<file path="src/verilog/safety_pkg.sv">
// constants and types shared by the safety enable and shutdown logic
package safety_pkg;
  // clock and timebase
  localparam int CLK_PERIOD_PS  = 5000;
  localparam int TICK_PERIOD_MS = 10;
  localparam int TICK_CYCLES    = (1000000000 / CLK_PERIOD_PS) * TICK_PERIOD_MS;
  localparam int TICKS_PER_SEC  = 1000 / TICK_PERIOD_MS;
  localparam int SEC_CNT_W      = 7;
  // input circuit timing, in ms and in 10 ms ticks
  localparam int STABLE_TIME_MS = 100;
  localparam int DISC_TIME_MS   = 10000;
  localparam int STABLE_TICKS   = STABLE_TIME_MS / TICK_PERIOD_MS;
  localparam int DISC_TICKS     = DISC_TIME_MS / TICK_PERIOD_MS;
  localparam int STABLE_CNT_W   = 4;
  localparam int DISC_CNT_W     = 10;
  // structure
  localparam int NUM_CIRCUITS   = 8;
  localparam int NUM_PATHS      = 5;
  localparam int NUM_TIMERS     = 8;
  localparam int SIGNAL_TIMER   = 5;
  localparam int LONG_TIMER0    = 6;
  localparam int NUM_LIMITS     = 4;
  localparam int LIM_RELEASE    = 0;
  localparam int LIM_ESTOP      = 3;
  localparam int ADC_W          = 12;
  localparam int DELAY_W        = 16;
  typedef logic [ADC_W-1:0]   adc_type;
  typedef logic [DELAY_W-1:0] delay_type;
  // reset values and ranges
  localparam adc_type   ADC_MAX       = 12'hfff;
  localparam delay_type DELAY_DEFAULT = 16'h0000;
  localparam delay_type SHORT_MAX     = 16'hea5f; // 599.99 s in 10 ms
  localparam delay_type LONG_MAX      = 16'hea5f; // 59999 s in 1 s
endpackage

</file>
<file path="src/verilog/timer_if.sv">
// carrier between the control logic and one delay timer
`timescale 1ns/10ps
interface timer_if;
  import safety_pkg::*;
  logic      tick;
  logic      demand;
  logic      force_off;
  delay_type delay;
  logic      out;
  logic      running;
  modport ctrl (output tick, demand, force_off, delay,
                input  out, running);
  modport tmr  (input  tick, demand, force_off, delay,
                output out, running);
endinterface

</file>
<file path="src/verilog/delay_timer.sv">
// one off-delay or on-delay timer counting timebase ticks
`timescale 1ns/10ps
module delay_timer #(
  parameter bit ON_DELAY = 1'b0
) (
  input wire logic ref_clk,
  input wire logic rst_n,
  timer_if.tmr     tif
);
  import safety_pkg::*;

  delay_type count_reg;
  logic      out_reg;
  logic      waiting;
  logic      done;

  // off-delay waits while demand is low, on-delay while it is high
  assign waiting = ON_DELAY ? tif.demand : !tif.demand;
  assign done    = waiting && (count_reg >= tif.delay);

  ////////////////////////////////////////////////////////////////////////
  // tick counter, restarted whenever the wait is broken
  always_ff @(posedge ref_clk or negedge rst_n) begin
    if (!rst_n) begin
      count_reg <= DELAY_DEFAULT;
    end else if (!waiting || tif.force_off) begin
      count_reg <= DELAY_DEFAULT;
    end else if (tif.tick && count_reg < tif.delay) begin
      count_reg <= count_reg + 16'h0001;
    end
  end

  // output; forced off bypasses any delay
  always_ff @(posedge ref_clk or negedge rst_n) begin
    if (!rst_n) begin
      out_reg <= 1'b0;
    end else if (tif.force_off) begin
      out_reg <= 1'b0;
    end else if (ON_DELAY) begin
      out_reg <= done;
    end else begin
      out_reg <= tif.demand || (out_reg && !done);
    end
  end

  assign tif.out     = out_reg;
  assign tif.running = ON_DELAY ? (tif.demand && !out_reg)
                                : (!tif.demand && out_reg);
endmodule

</file>
<file path="src/verilog/safety_enable_shutdown_logic.sv">
// safety enable, restart handling, shutdown paths and interlock control
// Notes on behaviour
// - enable only with all active circuits closed and analogues not above limit four
// - with emergency stop in use, start needed once after power-on
// - start actuations ignored while any after-travel delay runs
// - supply drop or system failure cuts all paths, no delay
// - all sensors auto-start: area re-enables without start
// - sensors and emergency stops reset in any order
// - limit one releases interlock, two and three also bound the release, four stops
// - unlock allowed only below limit one and within the others
// - analogue above limit four acts as emergency stop
// - dual mode detects broken wire, warning only
// - five shutdown paths, each with its own delay
// - zero delay switches the path off at once
// - paths from off-delay timers, signalling output from on-delay
// - short timers up to 599.99 s in 10 ms steps
// - long timers up to 59999 s in 1 s steps
// - with interlock selected the pair drives the solenoid
// - locked when magnet contact open, or both electronic inputs low
// - leaving configuration without saving keeps the old settings
// - error view restart on selector press once cause is gone
// - standard input on when high, monitored input on echoing pulse
// - channels differing past monitoring time raise discrepancy warning
// - release only after both contacts stable for the stable time
`timescale 1ns/10ps
module safety_enable_shutdown_logic #(
  parameter int TICK_CYCLES_P = safety_pkg::TICK_CYCLES
) (
  input  wire logic                         ref_clk,
  input  wire logic                         rst_n,
  input  wire logic [7:0]                   circuit_en,
  input  wire logic [7:0]                   channel_a,
  input  wire logic [7:0]                   channel_b,
  input  wire logic [7:0]                   cross_monitored,
  input  wire logic [7:0]                   auto_start,
  input  wire logic [7:0]                   estop_circuit,
  output      logic                         test_pulse,
  input  wire logic                         restart_input,
  input  wire safety_pkg::adc_type          analogue_channel_zero,
  input  wire safety_pkg::adc_type          analogue_channel_one,
  input  wire logic                         dual_sensor,
  input  wire safety_pkg::adc_type          dual_tolerance,
  input  wire logic                         power_fail,
  input  wire logic                         system_fault,
  input  wire logic                         error_view,
  input  wire logic                         selector_press,
  input  wire logic                         cfg_save,
  input  wire safety_pkg::adc_type [3:0]    cfg_limit_zero,
  input  wire safety_pkg::adc_type [3:0]    cfg_limit_one,
  input  wire safety_pkg::delay_type [7:0]  cfg_timer_delay,
  input  wire logic                         interlock_sel,
  input  wire logic                         interlock_electronic,
  input  wire logic                         power_to_unlock,
  input  wire logic                         lock_input_even,
  input  wire logic                         lock_input_odd,
  input  wire logic                         unlock_request,
  input  wire logic [1:0]                   long_timer_start,
  output      logic                         safety_enable,
  output      logic                         complementary_safe_output,
  output      logic                         complementary_safe_output_n,
  output      logic                         semiconductor_output_a,
  output      logic                         semiconductor_output_b,
  output      logic                         relay_output_a,
  output      logic                         relay_output_b,
  output      logic                         signalling_output_two,
  output      logic [1:0]                   long_timer_done,
  output      logic                         interlock_locked,
  output      logic                         unlock_permit,
  output      logic                         wire_break_warning,
  output      logic                         discrepancy_warning,
  output      logic                         error_active
);
  import safety_pkg::*;

  logic [20:0]           tick_cnt_reg;
  logic [SEC_CNT_W-1:0]  sec_cnt_reg;
  logic                  tick_10ms;
  logic                  tick_1s;
  logic                  test_pulse_reg;
  logic [7:0]            closed;
  logic [7:0]            disc_warn;
  adc_type [3:0]         lim0_reg;
  adc_type [3:0]         lim1_reg;
  delay_type [7:0]       delay_reg;
  logic                  start_prev_reg;
  logic                  start_seen_reg;
  logic                  run_reg;
  logic                  error_reg;
  logic                  comp_reg;
  logic                  permit_reg;
  logic                  wire_break_reg;
  logic                  circuit_ok;
  logic                  estop_used;
  logic                  auto_all;
  logic                  start_pulse;
  logic                  start_take;
  logic                  any_stop1;
  logic                  analog_trip;
  logic                  analog_release;
  logic                  forced;
  logic                  run_cond;
  logic                  solenoid_on;
  adc_type               ai_diff;
  timer_if               tif [NUM_TIMERS] ();

  ////////////////////////////////////////////////////////////////////////
  // 10 ms and 1 s timebase
  always_ff @(posedge ref_clk or negedge rst_n) begin
    if (!rst_n) begin
      tick_cnt_reg <= 21'h000000;
    end else if (tick_10ms) begin
      tick_cnt_reg <= 21'h000000;
    end else begin
      tick_cnt_reg <= tick_cnt_reg + 21'h000001;
    end
  end
  assign tick_10ms = (tick_cnt_reg == 21'(TICK_CYCLES_P - 1));

  always_ff @(posedge ref_clk or negedge rst_n) begin
    if (!rst_n) begin
      sec_cnt_reg <= '0;
    end else if (tick_1s) begin
      sec_cnt_reg <= '0;
    end else if (tick_10ms) begin
      sec_cnt_reg <= sec_cnt_reg + 7'h01;
    end
  end
  assign tick_1s = tick_10ms &&
                   (sec_cnt_reg == SEC_CNT_W'(TICKS_PER_SEC - 1));

  // pulsed test signal for cross-circuit monitored inputs
  always_ff @(posedge ref_clk or negedge rst_n) begin
    if (!rst_n) begin
      test_pulse_reg <= 1'b0;
    end else if (tick_10ms) begin
      test_pulse_reg <= !test_pulse_reg;
    end
  end
  assign test_pulse = test_pulse_reg;

  ////////////////////////////////////////////////////////////////////////
  // per-circuit evaluation: debounce and discrepancy monitoring
  for (genvar i = 0; i < NUM_CIRCUITS; i++) begin : g_circ
    logic                    a_on;
    logic                    b_on;
    logic [STABLE_CNT_W-1:0] stab_reg;
    logic [DISC_CNT_W-1:0]   disc_reg;
    logic                    warn_reg;

    // standard: steady high; monitored: echo of the test pulse
    assign a_on = cross_monitored[i] ? (channel_a[i] == test_pulse_reg)
                                     : channel_a[i];
    assign b_on = cross_monitored[i] ? (channel_b[i] == test_pulse_reg)
                                     : channel_b[i];

    always_ff @(posedge ref_clk or negedge rst_n) begin
      if (!rst_n) begin
        stab_reg <= '0;
      end else if (!(a_on && b_on)) begin
        stab_reg <= '0;
      end else if (tick_10ms && stab_reg != STABLE_CNT_W'(STABLE_TICKS)) begin
        stab_reg <= stab_reg + 4'h1;
      end
    end

    always_ff @(posedge ref_clk or negedge rst_n) begin
      if (!rst_n) begin
        disc_reg <= '0;
      end else if (a_on == b_on) begin
        disc_reg <= '0;
      end else if (tick_10ms && disc_reg != DISC_CNT_W'(DISC_TICKS)) begin
        disc_reg <= disc_reg + 10'h001;
      end
    end

    // warning holds until both channels have opened
    always_ff @(posedge ref_clk or negedge rst_n) begin
      if (!rst_n) begin
        warn_reg <= 1'b0;
      end else if (disc_reg == DISC_CNT_W'(DISC_TICKS)) begin
        warn_reg <= 1'b1;
      end else if (!a_on && !b_on) begin
        warn_reg <= 1'b0;
      end
    end

    assign disc_warn[i] = warn_reg;
    assign closed[i]    = (stab_reg == STABLE_CNT_W'(STABLE_TICKS)) &&
                          !warn_reg;
  end

  assign discrepancy_warning = |(disc_warn & circuit_en);

  ////////////////////////////////////////////////////////////////////////
  // stored configuration, replaced only by a save
  always_ff @(posedge ref_clk or negedge rst_n) begin
    if (!rst_n) begin
      lim0_reg  <= {NUM_LIMITS{ADC_MAX}};
      lim1_reg  <= {NUM_LIMITS{ADC_MAX}};
      delay_reg <= {NUM_TIMERS{DELAY_DEFAULT}};
    end else if (cfg_save) begin
      lim0_reg <= cfg_limit_zero;
      lim1_reg <= cfg_limit_one;
      for (int t = 0; t < NUM_TIMERS; t++) begin
        if (t < LONG_TIMER0) begin
          delay_reg[t] <= (cfg_timer_delay[t] > SHORT_MAX) ? SHORT_MAX
                          : cfg_timer_delay[t];
        end else begin
          delay_reg[t] <= (cfg_timer_delay[t] > LONG_MAX) ? LONG_MAX
                          : cfg_timer_delay[t];
        end
      end
    end
  end

  ////////////////////////////////////////////////////////////////////////
  // analogue limits: first releases interlock, fourth stops
  assign analog_trip = (analogue_channel_zero > lim0_reg[LIM_ESTOP]) ||
                       (analogue_channel_one  > lim1_reg[LIM_ESTOP]);
  assign analog_release =
    (analogue_channel_zero < lim0_reg[LIM_RELEASE]) &&
    (analogue_channel_one  < lim1_reg[LIM_RELEASE]) &&
    (analogue_channel_zero < lim0_reg[1]) &&
    (analogue_channel_one  < lim1_reg[1]) &&
    (analogue_channel_zero < lim0_reg[2]) &&
    (analogue_channel_one  < lim1_reg[2]) && !analog_trip;

  // broken wire in dual mode: channels spread beyond tolerance
  assign ai_diff = (analogue_channel_zero > analogue_channel_one)
                 ? analogue_channel_zero - analogue_channel_one
                 : analogue_channel_one - analogue_channel_zero;
  always_ff @(posedge ref_clk or negedge rst_n) begin
    if (!rst_n) begin
      wire_break_reg <= 1'b0;
    end else begin
      wire_break_reg <= dual_sensor && (ai_diff > dual_tolerance);
    end
  end
  assign wire_break_warning = wire_break_reg;

  ////////////////////////////////////////////////////////////////////////
  // start/reset, power-on arming and the enable latch
  assign circuit_ok  = &(closed | ~circuit_en);
  assign estop_used  = |(circuit_en & estop_circuit);
  assign auto_all    = &(auto_start | ~circuit_en);
  assign start_pulse = restart_input && !start_prev_reg;
  assign start_take  = start_pulse && !any_stop1;
  assign forced      = power_fail || system_fault || error_reg;
  assign run_cond    = circuit_ok && !analog_trip && !forced;

  always_ff @(posedge ref_clk or negedge rst_n) begin
    if (!rst_n) begin
      start_prev_reg <= 1'b0;
      start_seen_reg <= 1'b0;
    end else begin
      start_prev_reg <= restart_input;
      if (start_take) begin
        start_seen_reg <= 1'b1;
      end
    end
  end

  always_ff @(posedge ref_clk or negedge rst_n) begin
    if (!rst_n) begin
      run_reg <= 1'b0;
    end else begin
      run_reg <= run_cond && (!estop_used || start_seen_reg || start_take) &&
                 (run_reg || auto_all || start_take);
    end
  end
  assign safety_enable = run_reg;

  // fault latch: set wins, selector restarts once cause is gone
  always_ff @(posedge ref_clk or negedge rst_n) begin
    if (!rst_n) begin
      error_reg <= 1'b0;
    end else if (power_fail || system_fault) begin
      error_reg <= 1'b1;
    end else if (error_view && selector_press) begin
      error_reg <= 1'b0;
    end
  end
  assign error_active = error_reg;

  ////////////////////////////////////////////////////////////////////////
  // timers: five shutdown paths, signalling on-delay, two long timers
  for (genvar t = 0; t < NUM_TIMERS; t++) begin : g_tmr
    assign tif[t].tick      = (t < LONG_TIMER0) ? tick_10ms : tick_1s;
    assign tif[t].delay     = delay_reg[t];
    assign tif[t].force_off = (t < LONG_TIMER0) && forced;
    if (t < NUM_PATHS) begin : g_path
      assign tif[t].demand = run_reg;
      delay_timer #(.ON_DELAY(1'b0)) u_tmr (
        .ref_clk (ref_clk),
        .rst_n   (rst_n),
        .tif     (tif[t])
      );
    end else begin : g_on
      if (t == SIGNAL_TIMER) begin : g_sig
        assign tif[t].demand = run_reg;
      end else begin : g_long
        assign tif[t].demand = long_timer_start[t - LONG_TIMER0];
      end
      delay_timer #(.ON_DELAY(1'b1)) u_tmr (
        .ref_clk (ref_clk),
        .rst_n   (rst_n),
        .tif     (tif[t])
      );
    end
  end

  assign any_stop1 = tif[0].running || tif[1].running ||
                     tif[2].running || tif[3].running || tif[4].running;
  assign semiconductor_output_a = tif[1].out;
  assign semiconductor_output_b = tif[2].out;
  assign relay_output_a         = tif[3].out;
  assign relay_output_b         = tif[4].out;
  assign signalling_output_two  = tif[SIGNAL_TIMER].out;
  assign long_timer_done        = {tif[7].out, tif[6].out};

  ////////////////////////////////////////////////////////////////////////
  // interlock: lock state, unlock release and solenoid drive
  assign interlock_locked = interlock_electronic
                          ? (!lock_input_even && !lock_input_odd)
                          : !lock_input_odd;
  assign solenoid_on = power_to_unlock ? (unlock_request && permit_reg)
                                       : !(unlock_request && permit_reg);

  always_ff @(posedge ref_clk or negedge rst_n) begin
    if (!rst_n) begin
      permit_reg <= 1'b0;
    end else begin
      permit_reg <= interlock_sel && analog_release;
    end
  end
  assign unlock_permit = permit_reg;

  // pair follows the solenoid when an interlock is selected
  always_ff @(posedge ref_clk or negedge rst_n) begin
    if (!rst_n) begin
      comp_reg <= 1'b0;
    end else if (forced) begin
      comp_reg <= 1'b0;
    end else begin
      comp_reg <= interlock_sel ? solenoid_on : tif[0].out;
    end
  end
  assign complementary_safe_output   = comp_reg;
  assign complementary_safe_output_n = !comp_reg;

  ////////////////////////////////////////////////////////////////////////
  // checks
  property p_enable_cause;
    @(posedge ref_clk) disable iff (!rst_n)
    safety_enable |-> $past(circuit_ok) && !$past(analog_trip);
  endproperty
  a_enable_cause: assert property (p_enable_cause)
    else $error("enable without closed circuits");

  property p_estop_arm;
    @(posedge ref_clk) disable iff (!rst_n)
    (estop_used && !start_seen_reg && !start_take) |=> !safety_enable;
  endproperty
  a_estop_arm: assert property (p_estop_arm)
    else $error("enable before first start");

  property p_start_ignored;
    @(posedge ref_clk) disable iff (!rst_n)
    (start_pulse && any_stop1 && !run_reg && !auto_all) |=> !run_reg;
  endproperty
  a_start_ignored: assert property (p_start_ignored)
    else $error("start taken during after-travel");

  property p_power_fail;
    @(posedge ref_clk) disable iff (!rst_n)
    power_fail |=> !semiconductor_output_a && !relay_output_b &&
                   !complementary_safe_output ##1 !safety_enable;
  endproperty
  a_power_fail: assert property (p_power_fail)
    else $error("path on after power fail");

  property p_auto_start;
    @(posedge ref_clk) disable iff (!rst_n)
    (run_cond && auto_all && (!estop_used || start_seen_reg))
      |=> safety_enable;
  endproperty
  a_auto_start: assert property (p_auto_start)
    else $error("auto start did not enable");

  property p_analog_stop;
    @(posedge ref_clk) disable iff (!rst_n)
    analog_trip |=> !safety_enable;
  endproperty
  a_analog_stop: assert property (p_analog_stop)
    else $error("enable with analogue above stop limit");

  property p_zero_delay;
    @(posedge ref_clk) disable iff (!rst_n)
    ($fell(run_reg) && delay_reg[3] == DELAY_DEFAULT)
      |=> !relay_output_a;
  endproperty
  a_zero_delay: assert property (p_zero_delay)
    else $error("zero delay path stayed on");

  property p_unlock;
    @(posedge ref_clk) disable iff (!rst_n)
    unlock_permit |-> $past(interlock_sel) &&
      $past(analogue_channel_zero < lim0_reg[LIM_RELEASE]);
  endproperty
  a_unlock: assert property (p_unlock)
    else $error("unlock permitted above release limit");

  property p_cfg_hold;
    @(posedge ref_clk) disable iff (!rst_n)
    !cfg_save |=> $stable(delay_reg) && $stable(lim0_reg);
  endproperty
  a_cfg_hold: assert property (p_cfg_hold)
    else $error("configuration changed without save");
endmodule

</file>
<file path="config.mk">
export PLATFORM = sky130hd
export DESIGN_NAME = safety_enable_shutdown_logic
export DESIGN_NICKNAME = d
export VERILOG_FILES = /design/src/verilog/safety_pkg.sv /design/src/verilog/timer_if.sv /design/src/verilog/delay_timer.sv /design/src/verilog/safety_enable_shutdown_logic.sv
export SDC_FILE = /design/constraint.sdc
export NUM_CORES = 1
export LEC_CHECK = 0
export BUFFER_PORTS_ARGS = -buffer_cell sky130_fd_sc_hd__buf_4
export CORE_AREA = 2 2 249 251
export DETAILED_ROUTE_END_ITERATION = 10
export DIE_AREA = 0 0 251 253
export GPL_TIMING_DRIVEN = 0
export PLACE_DENSITY = 0.76
export SLEW_MARGIN = 20
export SYNTH_ARGS = -nofsm -noshare
export SYNTH_HDL_FRONTEND = slang
export SYNTH_HIERARCHICAL = 1
export SYNTH_SLANG_ARGS = --single-unit
</file>
<file path="constraint.sdc">
create_clock -name ref_clk -period 3.1 [get_ports ref_clk]
set_input_delay 0.465 -clock ref_clk [delete_from_list [all_inputs] [get_ports ref_clk]]
set_output_delay 0.465 -clock ref_clk [all_outputs]
set_load 0.1 [all_outputs]
</file>
## Yosys cells after proc, flatten, opt, wreduce, memory -nomap -nowiden

Cells that the tools add are included.

- Bits of input ports: 325
- Flip-flop bits (word level): 516

- Reduce and logical (&&, ||, !) cells: 170
- Bitwise operators: 5
- Magnitude comparators: 34
- Mux-type cells: 104
- $add $sub $neg: 28
- Eq/ne operators: 68

Operator list:

| kind | count |
|---|---|
| 16-bit two-way mux | 24 |
| 10-bit two-way mux | 16 |
| 16-bit by 1-bit adder with 16-bit output (second input constant) | 8 |
| 16-bit greater-or-equal comparator | 8 |
| 16-bit > comparator (second input constant) | 8 |
| 16-bit < comparator | 8 |
| 1-bit logical AND | 84 |
| 10-bit by 1-bit adder with 10-bit output (second input constant) | 8 |
| 10-bit equality test (second input constant) | 8 |
| 10-bit != test (second input constant) | 8 |
| 12-bit < comparator | 6 |
| 4-bit two-way mux | 16 |
| 12-bit > comparator | 4 |
| 2-bit nonzero test | 24 |
| 1-bit two-way mux | 44 |
| 1-bit logical NOT | 40 |
| 4-bit by 1-bit adder with 4-bit output (second input constant) | 8 |
| 4-bit equality test (second input constant) | 8 |
| 4-bit != test (second input constant) | 8 |
| 1-bit equality test | 24 |
| 12-bit subtractor | 2 |
| 21-bit by 1-bit adder with 21-bit output (second input constant) | 1 |
| 21-bit equality test (second input constant) | 1 |
| 21-bit two-way mux | 1 |
| 11 further kinds | 42 |

## Longest topological paths before layout

Gate-level depths: netlist of run 1.

- Depth in word-level cells: 11
- Gate-level depth with buffers: 20
- Mapped depth without buffers: 18

## Modules after synthesis

The synthesis of run 1 kept the hierarchy.

By module, submodules not included:

| module | seq. area each (um2) | area each (um2) | times used | cells an instance |
|---|---|---|---|---|
| safety_enable_shutdown_logic | 9629.2 | 20677.3 | 1 | 2080 |
| delay_timer (g_tmr[0].g_path.u_tmr ...) | 425.4 | 1438.9 | 5 | 170 |
| delay_timer (g_tmr[5].g_on.u_tmr ...) | 425.4 | 1551.5 | 3 | 173 |

## Least setup slack after synthesis of run 1

OpenSTA, ideal clock, no wires.

- Kind: input-to-reg
- From: in analogue_channel_zero[6]
- To: reg wire_break_reg, in the netlist wire_break_warning
- Required time: 2.968 ns
- Path slack: -0.707 ns
- Cell stages on the path: 19
- Arrival: 3.675 ns
- Cells stage by stage: inv_1 ha_1 clkbuf_1 nand2_1 or3_1 o41ai_1 o31a_1 buf_2 buf_2 nand3_1 o21ai_0 xnor2_1 ha_1 a21o_1 a21o_1 a21oi_1 nor2_1 a2111oi_0 nor2_1

- Cells in the longest elaborated chain, start to end: 4
- Elaborated cells on any way between the ends: 6
- Classes of those cells: add/sub (2); order compare (2); mux (1); reduce/logical (1)

RTL lines:

| element | line | RTL |
|---|---|---|
| start, declared | safety_enable_shutdown_logic.sv:39 | `input wire safety_pkg::adc_type analogue_channel_zero,` |
| 12-bit subtractor (tied with other cells) | safety_enable_shutdown_logic.sv:231 | `: analogue_channel_one - analogue_channel_zero;` |
| 12-bit two-way mux (*) | safety_enable_shutdown_logic.sv:230 | `? analogue_channel_zero - analogue_channel_one` |
| 12-bit > comparator (*) | safety_enable_shutdown_logic.sv:236 | `wire_break_reg <= dual_sensor && (ai_diff > dual_tolerance);` |
| 1-bit logical AND (*) | safety_enable_shutdown_logic.sv:236 |  |
| end signal, assigned | safety_enable_shutdown_logic.sv:236 |  |
| end, declared | safety_enable_shutdown_logic.sv:91 | `logic wire_break_reg;` |

Every way passes the cells marked *; elsewhere a longest branch is shown, timed or not.
A chain may end at the register's enable or synchronous reset.

## Worst setup path after layout of run 1

- From: in analogue_channel_zero[5]
- To: reg wire_break_reg, in the netlist wire_break_warning

Same word-level chain as after synthesis.

==> qor.txt, run 1 <==
Run status -> complete, but fails checks
Failing checks -> negative setup slack
Layout cell share with drive strength beyond 1 -> 18.7%
Nature of the critical path endpoint -> flop
Post-route insts no fill -> 4720
Mean cell area of the mapped netlist -> 9.43 um^2
PD cells -> 439 nW/um^2
Routed WL -> 85000 um
Slew at the pin closest to its max-slew limit -> 1.14 ns
Sw Ratio -> 25.4%
Reg power frac -> 42.3%
Fmax -> 317 MHz
Die Wd -> 251 um
Setup-failing EPs final -> 1
Cell breakdown of the critical path -> buf_8 > inv_1 > ha_4 > buf_4 > o211ai_1 > o21ai_2 > o2111ai_2 > o31a_1 > buf_6 > buf_8 > buf_4 > o21ai_0 > xnor2_1 > ha_1 > a21o_1 > a21oi_2 > nor2_1 > a2111oi_2 > nor2_1
Detailed Route Iter0 Violations -> 1827
Number of top-level design ports -> 341
Type of the worst setup path -> in -> reg
PnR worst setup slack -> -0.0514 ns
TritonCTS Sinks -> 516
Total power of the final layout -> 17.1 mW
Hold Violations, Final -> 0
Final non-filler cell area -> 39000 um^2
Summed negative setup slack over all endpoints -> -0.0514 ns
Count of H-tree levels built during CTS -> 2
Setup slack at placement -> -0.976 ns
Internal Power -> 12.8 mW
CTS tree -> yes
Number of filler instances in the final layout -> 5031
Type of the worst min-delay path -> in -> reg
Instance area after placement -> 36400 um^2
Kind of start point of the critical path -> input pin
Maximum number of pins on one net before global-route repair -> 96
Antenna violations before repair -> 5
Switching power summed over all nets -> 4.35 mW
Full die area -> 63500 um^2
Overall die height -> 253 um
Worst setup path end -> wire_break_warning
Footprint of the multi-input gates -> 17600 um^2
Crit path max fanout -> 7
Launching instance or port of the critical path -> analogue_channel_zero[5]
Peak supply drop -> 0.000425 V
Number of global-route vias before repair -> 26900
Register cell area after layout -> 13000 um^2
Buffer type at the clock tree root -> clkbuf_16
Critical-path top delay cell -> a2111oi_2
Number of nets with antenna violations after routing -> 0
Max Cap Viol -> 0
Remaining Overflow, GRT -> 0
DR DRC count -> 0
Count of final max-slew check failures -> 0
Worst setup skew after layout -> 0.0223 ns
Setup slack, reg-to-reg -> 0.13 ns
Synth warn -> 6
Largest register FFs -> 128
Clk_lat worst skew -> 0.62 ns
Power share of the combinational group -> 14.1%
Placed instance count -> 4585
Leakage -> 17.9 nW
Placeable Area -> 61000 um^2
Critical R2R Capture -> g_tmr[6].g_on.u_tmr/count_reg[15]
Total global routing track utilization -> 26.8%
CTS clock-pin slew for the worst setup and hold paths -> 0.06 ns
Clock power frac -> 43.6%
HPWL after detailed placement -> 62300 um
Global-route wire length before repair -> 138000 um
Synthesized cell area -> 32500 um^2
TritonRoute pass-1 iters -> 5
Initial standard-cell utilization of the core -> 53.3%
Unrepaired setup endpoints after global routing -> yes
Relative slew slack -> 24.0%
Vias per Instance -> 5.73
Synthesis-to-finish area growth -> 19.9%
Data arrival time of the critical path -> 3.64 ns
Post-route minimum period -> 3.15 ns
Routability congestion estimate -> 0.911
PortBufs -> 339
Worst endpoint required time -> 3.59 ns
Final net count -> 4518
Critical Path Max Stage Delay -> 0.33 ns
Reg2reg path depth -> 11
Number of placement rows -> 91
Number of buffers created by CTS -> 58
Fraction of the cycle the final worst path needs -> 102%
Worst R2R Start -> tick_cnt_reg[7]
Number of standard cells after synthesis -> 3446
Routed len/inst -> 18.0 um
Largest buffer count on any clock path -> 3
Total number of vias -> 27000
Start point of the worst hold path -> power_fail
timing repair:
item,CTS,global route
hold buffers,2,0
pin swaps,23,3
endpoints found under the setup margin,129,42
gates resized for setup,47,10
endpoints found under the hold margin,16,0
buffers inserted,20,5
per-layer routing:
layer	track usage (%)	up-vias	routed length, um
li1	-	13000	-
met1	35.7	13100	37000
met2	44.1	784	39700
met3	4.26	164	5250
met4	10.0	0	3010
met5	0	-	0
metrics by stage:
stage                     hold WS (ns)  utilization (%)
final                           0.0422             63.9
after global routing            0.0259             63.9
after CTS                      0.00819             63.7
after detailed placement         0.464             59.6
after global placement           0.457             59.3
after floorplan                  0.169                -
placed cells by master (no fill, tap or decap), drive strengths merged, types with 11 or more instances in the layout:
cell / count
nor2: 57
inv: 404
o22a: 64
mux2i: 116
o31ai: 31
ha: 311
o21ai: 182
o22ai: 39
a211oi: 11
or3: 82
a211o: 11
nand4: 132
nand2: 352
xnor2: 106
nand3: 123
and4: 12
nor4: 107
buf: 421
a21boi: 22
nor2b: 35
or4b: 12
a21o: 38
mux2: 33
dfrtp: 420
clkbuf: 162
dfstp: 96
a21oi: 140
xor2: 26
o211ai: 17
or4: 17
nand2b: 58
and2: 100
clkinv: 12
and3: 41
nor3: 30
power by group through the flow:
stage,registers [mW],clock network [mW],logic (mW)
after floorplan,7.33,0,1.28
after global placement,7.33,0,2.23
after detailed placement,7.35,0,2.31
after CTS,7.23,7.62,2.40
after global routing,7.26,7.88,2.70
final,7.23,7.47,2.41
final cells by class:
cell class / instances / area share [%]
diodes: 2 / 0.0128
plain buffers: 127 / 1.86
clock buffers: 85 / 4.46
clock inverters: 23 / 0.893
inverters: 404 / 3.94
multi-input cells: 2400 / 45.2
flip-flops and latches: 516 / 33.4
well taps: 790 / 2.54
repair buffers: 373 / 7.70
worst max-delay path, delay by kind of cell:
family / cells / cell delay [ns]
and+or+nand+nor: 2 / 0.13
xor gates and xnor gates: 1 / 0.16
adders and majority gates: 2 / 0.55
buffers and inverters: 6 / 0.72
AOI/OAI and AO/OA: 8 / 1.61
worst min path at each step:
stage / to / cells after the start
2_1_floorplan: complementary_safe_output / 0
3_3_place_gp: tick_cnt_reg[4] / 1
3_5_place_dp: tick_cnt_reg[4] / 1
4_1_cts: error_active / 2
5_1_grt: error_active / 2
6_report: error_active / 2
No activity file was read; power rests on OpenSTA's default activity.
==> run 2, diff against run 1 <==
SETUP_SLACK_MARGIN = 0.1   (was not set)
==> qor.txt, run 2 (same netlist as run 1, synthesis figures left out) <==
Critical Path Max Stage Delay -> 0.42 ns
Kind of start point of the critical path -> input pin
Total power of the final layout -> 16.8 mW
Critical-path top delay cell -> or3_4
Highest routed metal layer -> met5
Commonest non-fill, non-tap cell in the layout -> dfrtp_1
PnR worst setup slack -> -0.108 ns
Worst setup skew after layout -> 0.0209 ns
Routability congestion estimate -> 0.884
Worst endpoint required time -> 3.59 ns
Post-route minimum period -> 3.21 ns
Hold Violations, Final -> 0
Relative slew slack -> 25.3%
Wire length on met1 -> 40700 um
Launching instance or port of the critical path -> analogue_channel_zero[7]
Setup-failing EPs final -> 10
Nature of the critical path endpoint -> flop
Largest register FFs -> 128
Remaining Overflow, GRT -> 0
Count of final max-slew check failures -> 0
Routed WL -> 89800 um
Leakage -> 18.1 nW
Final net count -> 4539
Maximum number of pins on one net before global-route repair -> 98
Crit path max fanout -> 7
Worst R2R Start -> tick_cnt_reg[11]
Layout cell share with drive strength beyond 1 -> 21.4%
PortBufs -> 339
CTS tree -> yes
Data arrival time of the critical path -> 3.70 ns
Number of buffers created by CTS -> 58
Number of filler instances in the final layout -> 4809
Count of H-tree levels built during CTS -> 2
Clk_lat worst skew -> 0.62 ns
CP Buf/Inv Count -> 3
Start point of the worst hold path -> power_fail
Register cell area after layout -> 13000 um^2
Max Cap Viol -> 0
DR DRC count -> 0
HPWL after detailed placement -> 64400 um
Run status -> complete, but fails checks
Footprint of the multi-input gates -> 18500 um^2
Fmax -> 312 MHz
CTS clock-pin slew for the worst setup and hold paths -> 0.06 ns
Cell breakdown of the critical path -> buf_4 > inv_1 > ha_4 > nand2_1 > or3_4 > o41ai_2 > o31a_1 > buf_6 > mux2i_2 > a211oi_1 > xnor2_1 > ha_1 > nand4_1 > nor3_2 > a2111oi_2 > nor2_1
PD cells -> 418 nW/um^2
Fraction of the cycle the final worst path needs -> 103%
Slew at the pin closest to its max-slew limit -> 1.12 ns
Type of the worst setup path -> in -> reg
Peak supply drop -> 0.000398 V
Synthesis-to-finish area growth -> 23.3%
Family with the most delay on the worst path -> compound AO/OA/AOI/OAI gates
Number of placement rows -> 91
Most frequent cells in the layout -> dfrtp_1, inv_1, buf_4
Number of nets with antenna violations after routing -> 0
Total global routing track utilization -> 27.6%
Buffer type at the clock tree root -> clkbuf_16
Type of the worst min-delay path -> in -> reg
Initial standard-cell utilization of the core -> 53.3%
Antenna violations before repair -> 5
TritonCTS Sinks -> 516
Number of global-route vias before repair -> 26800
Placeable Area -> 61000 um^2
Largest buffer count on any clock path -> 3
Full die area -> 63500 um^2
Length of routed met3 wiring -> 5510 um
Global-route wire length before repair -> 142000 um
Die Wd -> 251 um
Summed negative setup slack over all endpoints -> -0.375 ns
TritonRoute pass-1 iters -> 6
Vias per Instance -> 5.78
Detailed Route Iter0 Violations -> 2367
Final non-filler cell area -> 40100 um^2
Min Hold Slack -> 0.0469 ns
Sum of met2 wire segment lengths after detailed routing -> 41500 um
Failing checks -> negative setup slack
Overall die height -> 253 um
Total number of vias -> 27400
Unrepaired setup endpoints after global routing -> yes
Number of top-level design ports -> 341
Routed len/inst -> 18.9 um
Instance area after placement -> 36400 um^2
==> run 2: worst register-to-register path: cells and delay by family (launching register included) <==
| kind | cells | cell delay (ns) |
|---|---|---|
| simple gates | 5 | 1.46 |
| buf+inv | 5 | 0.57 |
| compound gates | 2 | 0.51 |
| flops | 1 | 0.39 |
| mux | 1 | 0.20 |
==> run 2: path summary, 6_finish.rpt <==
| kind | endpoint | slack [ns] | depth (start not counted) |
|---|---|---|---|
| max reg2reg | g_tmr[7].g_on.u_tmr/count_reg[4] | -0.10 | 13 |
| min | error_active | 0.05 | 2 |
| max in group asynchronous | tif[7].delay[8] | 1.33 | 4 |
| min reg2reg | start_seen_reg | 0.48 | 1 |
| max | wire_break_warning | -0.11 | 16 |
| min in group asynchronous | g_circ[5].disc_reg[1] | 0.40 | 2 |
==> run 2: cell type report <==
cell class / count / share of cell area (%)
diodes: 1 / 0.00625
plain buffers: 129 / 2.05
clock buffers: 82 / 4.25
clock inverters: 25 / 0.637
inverters: 404 / 3.83
multi-input cells: 2400 / 46.1
flip-flops and latches: 516 / 32.5
well taps: 790 / 2.47
repair buffers: 392 / 8.15
==> run 2: report_power, final <==
| part | internal (mW) | total, mW | switching, mW |
|---|---|---|---|
| combinational | 1.06 | 2.43 | 1.37 |
| clock | 4.15 | 7.11 | 2.96 |
| sequential | 7.10 | 7.22 | 0.125 |
| total | 12.3 | 16.8 | 4.45 |
==> run 2: per-layer routing <==
layer	vias up	track usage, %
met3	145	4.37
met5	-	0
met2	758	45.0
met4	8	6.34
met1	13400	38.9
li1	13100	-
==> run 2: stage by stage <==
| stage | util (%) | worst slack [ns] | std cells |
|---|---|---|---|
| after floorplan | - | -0.400 | 3449 |
| after global placement | 59.3 | -4.07 | 4578 |
| after detailed placement | 59.6 | -0.971 | 4585 |
| after CTS | 63.9 | 0.00490 | 4719 |
| after global routing | 65.6 | -0.222 | 4738 |
| final | 65.7 | -0.108 | 4739 |
==> run 2: timing repair <==
action | in CTS | in global routing
gates cloned | 2 | 4
gates resized for setup | 69 | 155
hold endpoints to repair | 67 | 0
setup buffers | 23 | 15
hold buffers | 2 | 0
setup endpoints to repair | 141 | 101
pin swaps | 35 | 37
